--- src/dawc_pkg.sv ---
// constants and types for the dual attenuator wiper control
package dawc_pkg;

    // ****************************************
    // clock and timing
    // ****************************************
    localparam int unsigned CLK_HZ       = 40_000_000;
    localparam int unsigned ZC_WINDOW_MS = 50;
    // longest wait rounds down to whole cycles
    localparam int unsigned ZC_WINDOW_CYC =
        32'(longint'(ZC_WINDOW_MS) * longint'(CLK_HZ) / 64'd1000);
    localparam int unsigned TMR_W = 21;

    // ****************************************
    // widths and field positions
    // ****************************************
    localparam int unsigned POS_W       = 6;
    localparam int unsigned ATT_W       = 7;
    localparam int unsigned CFG_W       = 3;
    localparam int unsigned CFG_TAP_BIT = 0;
    localparam int unsigned CFG_ZC_BIT  = 1;
    localparam int unsigned CFG_VOL_BIT = 2;

    // ****************************************
    // command selector codes
    // ****************************************
    localparam logic [1:0] SEL_CH0  = 2'h0;
    localparam logic [1:0] SEL_CH1  = 2'h1;
    localparam logic [1:0] SEL_CFG  = 2'h2;
    localparam logic [1:0] SEL_RSVD = 2'h3;

    // ****************************************
    // values after reset
    // ****************************************
    // volatile on, zero crossing on, first tap option
    localparam logic [CFG_W-1:0] CFG_RESET   = 3'h6;
    localparam logic [POS_W-1:0] WIPER_RESET = 6'h3F;

    // ****************************************
    // tap option tables
    // ****************************************
    localparam logic [ATT_W-1:0] MUTE_ATT     = 7'h50;
    localparam logic [POS_W-1:0] OPT1_MUTE    = 6'h3F;
    localparam logic [POS_W-1:0] OPT2_MUTE    = 6'h21;
    localparam logic [POS_W-1:0] OPT2_SEG1_END = 6'h0C;
    localparam logic [POS_W-1:0] OPT2_SEG2_END = 6'h18;
    localparam logic [ATT_W-1:0] OPT2_SEG2_BASE = 7'h0C;
    localparam logic [ATT_W-1:0] OPT2_SEG3_BASE = 7'h24;

    // ****************************************
    // types
    // ****************************************
    typedef struct packed {
        logic [1:0]       sel;
        logic [POS_W-1:0] arg;
    } dawc_cmd_t;

    typedef enum logic {
        CH_IDLE = 1'b0,
        CH_WAIT = 1'b1
    } dawc_ch_st_t;

    typedef struct packed {
        logic [1:0]                  eq_meta;
        logic [1:0]                  eq_sync;
        logic [CFG_W-1:0]            cfg;
        dawc_ch_st_t [1:0]           ch_st;
        logic [1:0][POS_W-1:0]       wiper;
        logic [1:0][POS_W-1:0]       target;
        logic [1:0][TMR_W-1:0]       timer;
        logic [1:0][ATT_W-1:0]       atten;
        logic [1:0]                  mute;
        logic                        nv_req;
        logic                        stop_seen;
        logic                        nv_start;
    } dawc_state_t;

endpackage

--- src/dawc_core.sv ---
// command decode, zero-crossing gated wiper update and attenuation mapping
`timescale 1ns/1ps

module dawc_core
#(
    parameter int unsigned WIN_CYC = dawc_pkg::ZC_WINDOW_CYC
)
(
    input  wire logic                                  ref_clk,
    input  wire logic                                  reset,
    input  wire logic                                  cmd_valid,
    input  wire dawc_pkg::dawc_cmd_t                   cmd,
    input  wire logic                                  bus_stop,
    input  wire logic [1:0]                            term_equal,
    output logic      [1:0][dawc_pkg::POS_W-1:0]       wiper_pos,
    output logic      [1:0][dawc_pkg::ATT_W-1:0]       atten_db,
    output logic      [1:0]                            mute,
    output logic      [1:0]                            update_pending,
    output logic                                       zc_enable,
    output logic                                       tap_option,
    output logic                                       volatile_mode,
    output logic                                       nv_write_start
);

    // ****************************************
    // attenuation lookup
    // ****************************************
    function automatic logic [dawc_pkg::ATT_W-1:0] atten_of
    (
        input logic [dawc_pkg::POS_W-1:0] pos,
        input logic                       opt
    );
        logic [dawc_pkg::ATT_W-1:0] p;
        p = {1'b0, pos};
        atten_of = p;
        if (!opt)
        begin
            if (pos == dawc_pkg::OPT1_MUTE)
            begin
                atten_of = dawc_pkg::MUTE_ATT;
            end
        end
        else
        begin
            if (pos >= dawc_pkg::OPT2_MUTE)
            begin
                atten_of = dawc_pkg::MUTE_ATT;
            end
            else if (pos > dawc_pkg::OPT2_SEG2_END)
            begin
                atten_of = 7'(dawc_pkg::OPT2_SEG3_BASE
                    + 7'h03 * (p - {1'b0, dawc_pkg::OPT2_SEG2_END}));
            end
            else if (pos > dawc_pkg::OPT2_SEG1_END)
            begin
                atten_of = 7'(dawc_pkg::OPT2_SEG2_BASE
                    + 7'h02 * (p - {1'b0, dawc_pkg::OPT2_SEG1_END}));
            end
        end
    endfunction

    // ****************************************
    // state
    // ****************************************
    dawc_pkg::dawc_state_t st;
    dawc_pkg::dawc_state_t next_st;

    logic [dawc_pkg::TMR_W-1:0] win_load;
    assign win_load = dawc_pkg::TMR_W'(WIN_CYC - 32'h1);

    // ****************************************
    // next state
    // ****************************************
    always_comb
    begin
        logic       zc_on;
        logic       opt;
        logic       hit;
        logic       any_wait;
        logic [1:0] chsel;
        zc_on    = st.cfg[dawc_pkg::CFG_ZC_BIT];
        opt      = 1'b0;
        hit      = 1'b0;
        any_wait = 1'b0;
        chsel    = 2'h0;
        next_st  = st;

        // two-flop sync of the terminal comparators
        next_st.eq_meta  = term_equal;
        next_st.eq_sync  = st.eq_meta;
        next_st.nv_start = 1'b0;

        if (cmd_valid && cmd.sel == dawc_pkg::SEL_CFG)
        begin
            next_st.cfg = cmd.arg[dawc_pkg::CFG_W-1:0];
        end

        opt = next_st.cfg[dawc_pkg::CFG_TAP_BIT];

        for (int ch = 0; ch < 2; ch++)
        begin
            chsel = (ch == 0) ? dawc_pkg::SEL_CH0 : dawc_pkg::SEL_CH1;
            hit = cmd_valid && (cmd.sel == chsel);
            if (hit)
            begin
                if (!zc_on)
                begin
                    next_st.wiper[ch] = cmd.arg;
                    next_st.ch_st[ch] = dawc_pkg::CH_IDLE;
                end
                else
                begin
                    next_st.target[ch] = cmd.arg;
                    next_st.timer[ch]  = win_load;
                    next_st.ch_st[ch]  = dawc_pkg::CH_WAIT;
                end
            end
            else
            begin
                case (st.ch_st[ch])
                    dawc_pkg::CH_WAIT:
                    begin
                        // move on crossing or window end
                        if (!zc_on || st.eq_sync[ch] || st.timer[ch] == '0)
                        begin
                            next_st.wiper[ch] = st.target[ch];
                            next_st.ch_st[ch] = dawc_pkg::CH_IDLE;
                        end
                        else
                        begin
                            next_st.timer[ch] = st.timer[ch] - 1'b1;
                        end
                    end
                    default:
                    begin
                        next_st.ch_st[ch] = dawc_pkg::CH_IDLE;
                    end
                endcase
            end
            if (next_st.ch_st[ch] == dawc_pkg::CH_WAIT)
            begin
                any_wait = 1'b1;
            end
            next_st.atten[ch] = atten_of(next_st.wiper[ch], opt);
            next_st.mute[ch]  = (next_st.atten[ch] == dawc_pkg::MUTE_ATT);
        end

        // storage write start after STOP and any wait
        if (st.nv_req && st.stop_seen && !(zc_on && any_wait))
        begin
            next_st.nv_start  = !st.cfg[dawc_pkg::CFG_VOL_BIT];
            next_st.nv_req    = 1'b0;
            next_st.stop_seen = 1'b0;
        end
        if (bus_stop && st.nv_req)
        begin
            next_st.stop_seen = 1'b1;
        end
        if (cmd_valid && cmd.sel != dawc_pkg::SEL_RSVD)
        begin
            next_st.nv_req    = 1'b1;
            next_st.stop_seen = 1'b0;
        end
    end

    // ****************************************
    // registers
    // ****************************************
    always_ff @(posedge ref_clk)
    begin
        if (reset)
        begin
            st        <= '0;
            st.cfg    <= dawc_pkg::CFG_RESET;
            st.wiper  <= {2{dawc_pkg::WIPER_RESET}};
            st.target <= {2{dawc_pkg::WIPER_RESET}};
            st.atten  <= {2{dawc_pkg::MUTE_ATT}};
            st.mute   <= 2'h3;
        end
        else
        begin
            st <= next_st;
        end
    end

    // ****************************************
    // outputs, all straight from state flops
    // ****************************************
    assign wiper_pos         = st.wiper;
    assign atten_db          = st.atten;
    assign mute              = st.mute;
    assign update_pending[0] = (st.ch_st[0] == dawc_pkg::CH_WAIT);
    assign update_pending[1] = (st.ch_st[1] == dawc_pkg::CH_WAIT);
    assign zc_enable         = st.cfg[dawc_pkg::CFG_ZC_BIT];
    assign tap_option        = st.cfg[dawc_pkg::CFG_TAP_BIT];
    assign volatile_mode     = st.cfg[dawc_pkg::CFG_VOL_BIT];
    assign nv_write_start    = st.nv_start;

endmodule

--- config.mk ---
export PLATFORM = sky130hd
export DESIGN_NAME = dawc_core
export DESIGN_NICKNAME = d
export VERILOG_FILES = /design/src/dawc_pkg.sv /design/src/dawc_core.sv
export SDC_FILE = /design/constraint.sdc
export NUM_CORES = 1
export LEC_CHECK = 0
export BUFFER_PORTS_ARGS = -buffer_cell sky130_fd_sc_hd__buf_2
export CAP_MARGIN = 15
export CORE_MARGIN = 5
export CORE_UTILIZATION = 30
export CTS_CLUSTER_DIAMETER = 50
export DETAILED_ROUTE_END_ITERATION = 8
export PLACE_DENSITY = 0.54
export SLEW_MARGIN = 5
export SYNTH_ARGS = -nofsm -noshare
export SYNTH_HDL_FRONTEND = slang
export SYNTH_SLANG_ARGS = --single-unit
--- constraint.sdc ---
create_clock -name ref_clk -period 4.5 [get_ports ref_clk]
set_input_delay 0.9 -clock ref_clk [delete_from_list [all_inputs] [get_ports ref_clk]]
set_output_delay 0.9 -clock ref_clk [all_outputs]
set_load 0.01 [all_outputs]
After elaboration in Yosys (flattened, before gate mapping) --
Cells that the tools add are included.
Storage, ports and cells: memories kept 0, latch bits 0, RAM bits 0, ROM bits 0, logic and storage cells 114, register bits 94, input port bits 14
Operators by class: add/subtract/negate cells 10, bitwise logic cells 1, shift-type cells 0, muxes and demuxes 38, equality and inequality tests 11, div/mod/pow operators 0, multipliers 2, $lt $le $gt $ge 6, reduce and logical (&&, ||, !) cells 28
Operator list (number):
- two-way mux 21 bit | 7
- two-way mux 7 bit | 10
- two-way mux 6 bit | 8
- zero test 21 bit | 2
- subtractor 21 x 1 -> 21 bit (second input constant) | 2
- adder 4 x 7 -> 7 bit (first input constant) | 2
- adder 6 x 7 -> 7 bit (first input constant) | 2
- equality test 7 bit (second input constant) | 2
- multiplier 2 x 7 -> 7 bit (first input constant) | 2
- subtractor 6 x 5 -> 7 bit (second input constant) | 2
- equality test 6 bit (second input constant) | 2
- greater-or-equal comparator 6 bit (second input constant) | 2
- > comparator 6 x 4 -> 1 bit (second input constant) | 2
- > comparator 6 x 5 -> 1 bit (second input constant) | 2
- subtractor 6 x 4 -> 6 bit (second input constant) | 2
- two-way mux 1 bit | 11
- != test 2 bit (second input constant) | 5
- logical AND 1 bit | 8
- nonzero test 2 bit | 4
- AND reduction 3 bit | 2
- logical OR 1 bit | 4
- AND reduction 2 bit | 2
- OR reduction 2 bit | 2
- zero test 1 bit | 3
- other kinds (6) | 6

Longest topological paths before layout --
word-level depth 14, depth in mapped cells 21, gate-level depth less buffers 20

Worst setup path before layout --
Ideal clock, no wire load.
path type register to register, start point register st[52] (netlist bit), end point register mute[1] (netlist name), cell stages (with the launch flop) 19, data required time 4.404 ns, period minus slack after synthesis 4.720 ns, library setup time 0.096 ns, data arrival time 4.625 ns, path buffers 3, path slack -0.220 ns, path through dfxtp_1 > or4_1 > buf_2 > or3_4 > or4_4 > and3_1 > buf_6 > inv_2 > buf_2 > ha_1 > inv_1 > ha_1 > ha_1 > inv_1 > ha_1 > xnor2_1 > a32o_1 > or4b_1 > o41ai_2
RTL lines:
- start: declaration | RTL line dawc_core.sv:65 | dawc_pkg::dawc_state_t st;
- start signal: assignment | RTL line dawc_core.sv:182 | st <= next_st;

Worst setup path in the final report --
start point register st[33] (netlist bit), end point register mute[0] (netlist name)
On the way: cells in the longest elaborated chain, start to end 12
RTL lines:
- zero test 21 bit * | RTL line dawc_core.sv:124 | if (!zc_on || st.eq_sync[ch] || st.timer[ch] == '0)
- logical OR 1 bit * | RTL line dawc_core.sv:124
- two-way mux 6 bit * | RTL line dawc_core.sv:124
- two-way mux 6 bit * | RTL line dawc_core.sv:120 | case (st.ch_st[ch])
- two-way mux 6 bit * | RTL line dawc_core.sv:104 | if (hit)
- subtractor 6 x 5 -> 7 bit or subtractor 6 x 4 -> 6 bit (tied branches) | RTL line dawc_core.sv:52, dawc_core.sv:57
- multiplier 2 x 7 -> 7 bit or adder 4 x 7 -> 7 bit (tied branches) | RTL line dawc_core.sv:52, dawc_core.sv:57
- adder 6 x 7 -> 7 bit or two-way mux 7 bit (tied branches) | RTL line dawc_core.sv:52, dawc_core.sv:54
- two-way mux 7 bit | RTL line dawc_core.sv:49 | else if (pos > dawc_pkg::OPT2_SEG2_END)
- two-way mux 7 bit | RTL line dawc_core.sv:45 | if (pos >= dawc_pkg::OPT2_MUTE)
- two-way mux 7 bit * | RTL line dawc_core.sv:36 | if (!opt)
- equality test 7 bit * | RTL line dawc_core.sv:145 | next_st.mute[ch] = (next_st.atten[ch] == dawc_pkg::MUTE_ATT);
Every way passes the cells marked *; elsewhere a longest branch is shown, timed or not. A chain may end at the register's enable or synchronous reset.

==> impl_metrics.ini <==
[run_status]
outcome = complete, no violations

[routing]
vias_per_cell = 4.95
drc_errors = 0
wl_microns = 15400
wl_per_cell_microns = 14.8
drt-initial-drc-count = 201
drtPass1Iterations = 5
vias = 5171
antenna_left = 0

[clocking]
root_buffer = clkbuf_16
clkLatencyLatePin_ns = 0.35
htree_levels = 3
clockBufferDepth = 2
tritoncts = built
clock-sinks = 94
path_clk_slew_ns = 0.07
hold_buffers = 0
numCtsBuffers = 9

[synthesis]
ys_top_cells_by_count = dfxtp_1, nand2_1, nor2_1
synth_seq_cells = 94
async_flop_share_pct = 0
synth_edf_count = 0
synth.most_common_cell = dfxtp_1
yosys.area.top_type = dfxtp_1
synth.avg_cell_area_sq_um = 8.33
syn_area_sq_um = 5730
synth.top_cell.area_share_pct = 32.8
synthTopCellsByArea = dfxtp_1, ha_1, nand2_1
postSynthCellCount = 688
synth_warnings = 0
synthDistinctLibCells = 73
syn-num-nets = 747
synthFlopType = dfxtp_1
ys_seq_area_share_pct = 32.8

[worst_setup_path]
r2r_setup_slack_ns = 0.12
crit_fanout = 5
critPathRequiredTime_ns = 4.79
cp-start-kind = flop
worstSetupEndpointType = flop
crit_type = reg2reg
worstPathArrival_ns = 4.67

[hold_path]
hold_path_class = reg2reg

[sta]
slew_headroom_pct = 52.9
setup_viol = 0
min_period_over_period_pct = 97.2
rsz0062_at_grt = true
finalMaxSlewViolations = 0
final_hold_viol_count = 0
finClkSkew_ns = 0.0133
max_freq_mhz = 229
fin_ws_ns = 0.125
worst_pin_slew_ns = 0.705
period_needed_ns = 4.38

[grt]
antenna_found_initial = 0
grt_usage_pct = 13.8
overflow = 0
grt_pass1_wl_microns = 24700
grt_max_degree = 49
grt_pass1_vias = 4873

[die]
fp.coreArea_sq_um = 18800
io_pins = 48
rows = 50
fp.dieW_microns = 148
die_y_microns = 148
die_area_sq_um = 22000
start_util_pct = 30.5

[layout]
layout-drive-gt1-share_pct = 27.7
fill_cells = 1923
num_antenna_cells = 0
stdcell_area_sq_um = 7240
final_util_pct = 38.6
finalNetCount = 865
area.sequential_sq_um = 1880
final_cells = 1045
area_delta_synth_final_pct = 26.3
multi_input_comb_area_sq_um = 3520

[placement]
place_congestion = 0.802
dp_hpwl_microns = 11600
post_dp_cell_area_sq_um = 6780
dp.cells = 1021
port_buffers = 47
pre_cts_slack_ns = -0.0874

[job]
cap_violations = 0

[power_and_ir_drop]
cellPowerDensity_nw_per_um2 = 380
max-vdd-ir-drop_uv = 160
cellLeakagePower_nw = 3.20
[power by group]
part	internal, mW	leakage (nW)	switching, mW	total, mW
clock network	0.387	0.140	0.365	0.752
registers	0.927	0.769	0.0616	0.988
logic	0.502	2.29	0.508	1.01
[final cells by class]
class                   count  area share [%]
clock buffers               9            3.11
clock inverters             7           0.847
inverters                  39            2.02
multi-input cells         499            48.7
flip-flops and latches     94            26.0
well taps                 234            4.04
repair buffers            163            15.3
[per-stage QoR]
| stage | TNS, ns | power, mW | hold slack, ns |
|---|---|---|---|
| floorplan | 0 | 1.66 | 0.414 |
| global placement | -0.0260 | 1.95 | 0.426 |
| detailed placement | -0.124 | 1.95 | 0.426 |
| CTS | 0 | 2.72 | 0.449 |
| global route | -0.0555 | 2.93 | 0.477 |
| finish | 0 | 2.75 | 0.447 |
[final timing paths]
path / endpoint / cells after the start / from
setup / recovery: mute[0]$_SDFF_PP1_ / 15 / st[33]$_SDFFE_PP0P_
hold / removal: st[90]$_SDFF_PP0_ / 1 / next_st[90]$_SDFF_PP0_
setup reg to reg: mute[0]$_SDFF_PP1_ / 15 / st[33]$_SDFFE_PP0P_
hold reg to reg: st[90]$_SDFF_PP0_ / 1 / next_st[90]$_SDFF_PP0_
[cell families after synthesis]
logic type / synth area share (%)
AOI/OAI and AO/OA: 17.7
xor gates and xnor gates: 6.57
adders and majority gates: 10.1
buffers and inverters: 8.41
DFF: 32.8
muxes: 1.79
and+or+nand+nor: 22.6
[layout by cell type, fill, tap and decap left out, drive strengths merged, types with 10 or more instances in the layout]
cell	synthesis	layout
o21ai	21	21
inv	39	43
or3	12	12
xor2	15	15
xnor2	28	28
nor4	11	11
a31oi	12	12
nor2b	10	10
buf	35	163
a21oi	40	40
nor3	19	19
nor2	58	58
nand3	17	17
nand2	68	68
or4	11	11
dfxtp	94	94
ha	43	43
[registers in the layout, summed over array words and instances (netlist names)]
signal and count:
update_pending 2, next_st 2, st 58, wiper_pos 12, mute 2, zc_enable 1
atten_db 14, tap_option 1, volatile_mode 1, nv_write_start 1
[metal layers]
layer / wire, microns / vias up / global-route usage, %
met3: 433 / 9 / 2.53
met1: 7230 / 2437 / 17.3
met5: 0 / - / 0
met2: 7630 / 74 / 24.6
li1: - / 2651 / -
met4: 130 / 0 / 3.19
[what timing repair did]
item | CTS | global route
buffers inserted | 0 | 8
endpoints found under the setup margin | 3 | 7
pin swaps | 1 | 11
gates resized for setup | 3 | 23
[worst max-delay path, stage by stage (launching register included)]
cell and delay, ns:
dfxtp_1 0.32, or4_4 0.53, or4_4 0.50, o31a_1 0.30, buf_4 0.16, a31o_2 0.26, nor2_4 0.18, ha_1 0.28
xnor2_1 0.14, ha_1 0.34, a21o_1 0.20, o22ai_1 0.13, a221oi_1 0.10, or4b_1 0.51, a31oi_1 0.18, a41o_1 0.19
(Power assumes the default switching activity.)
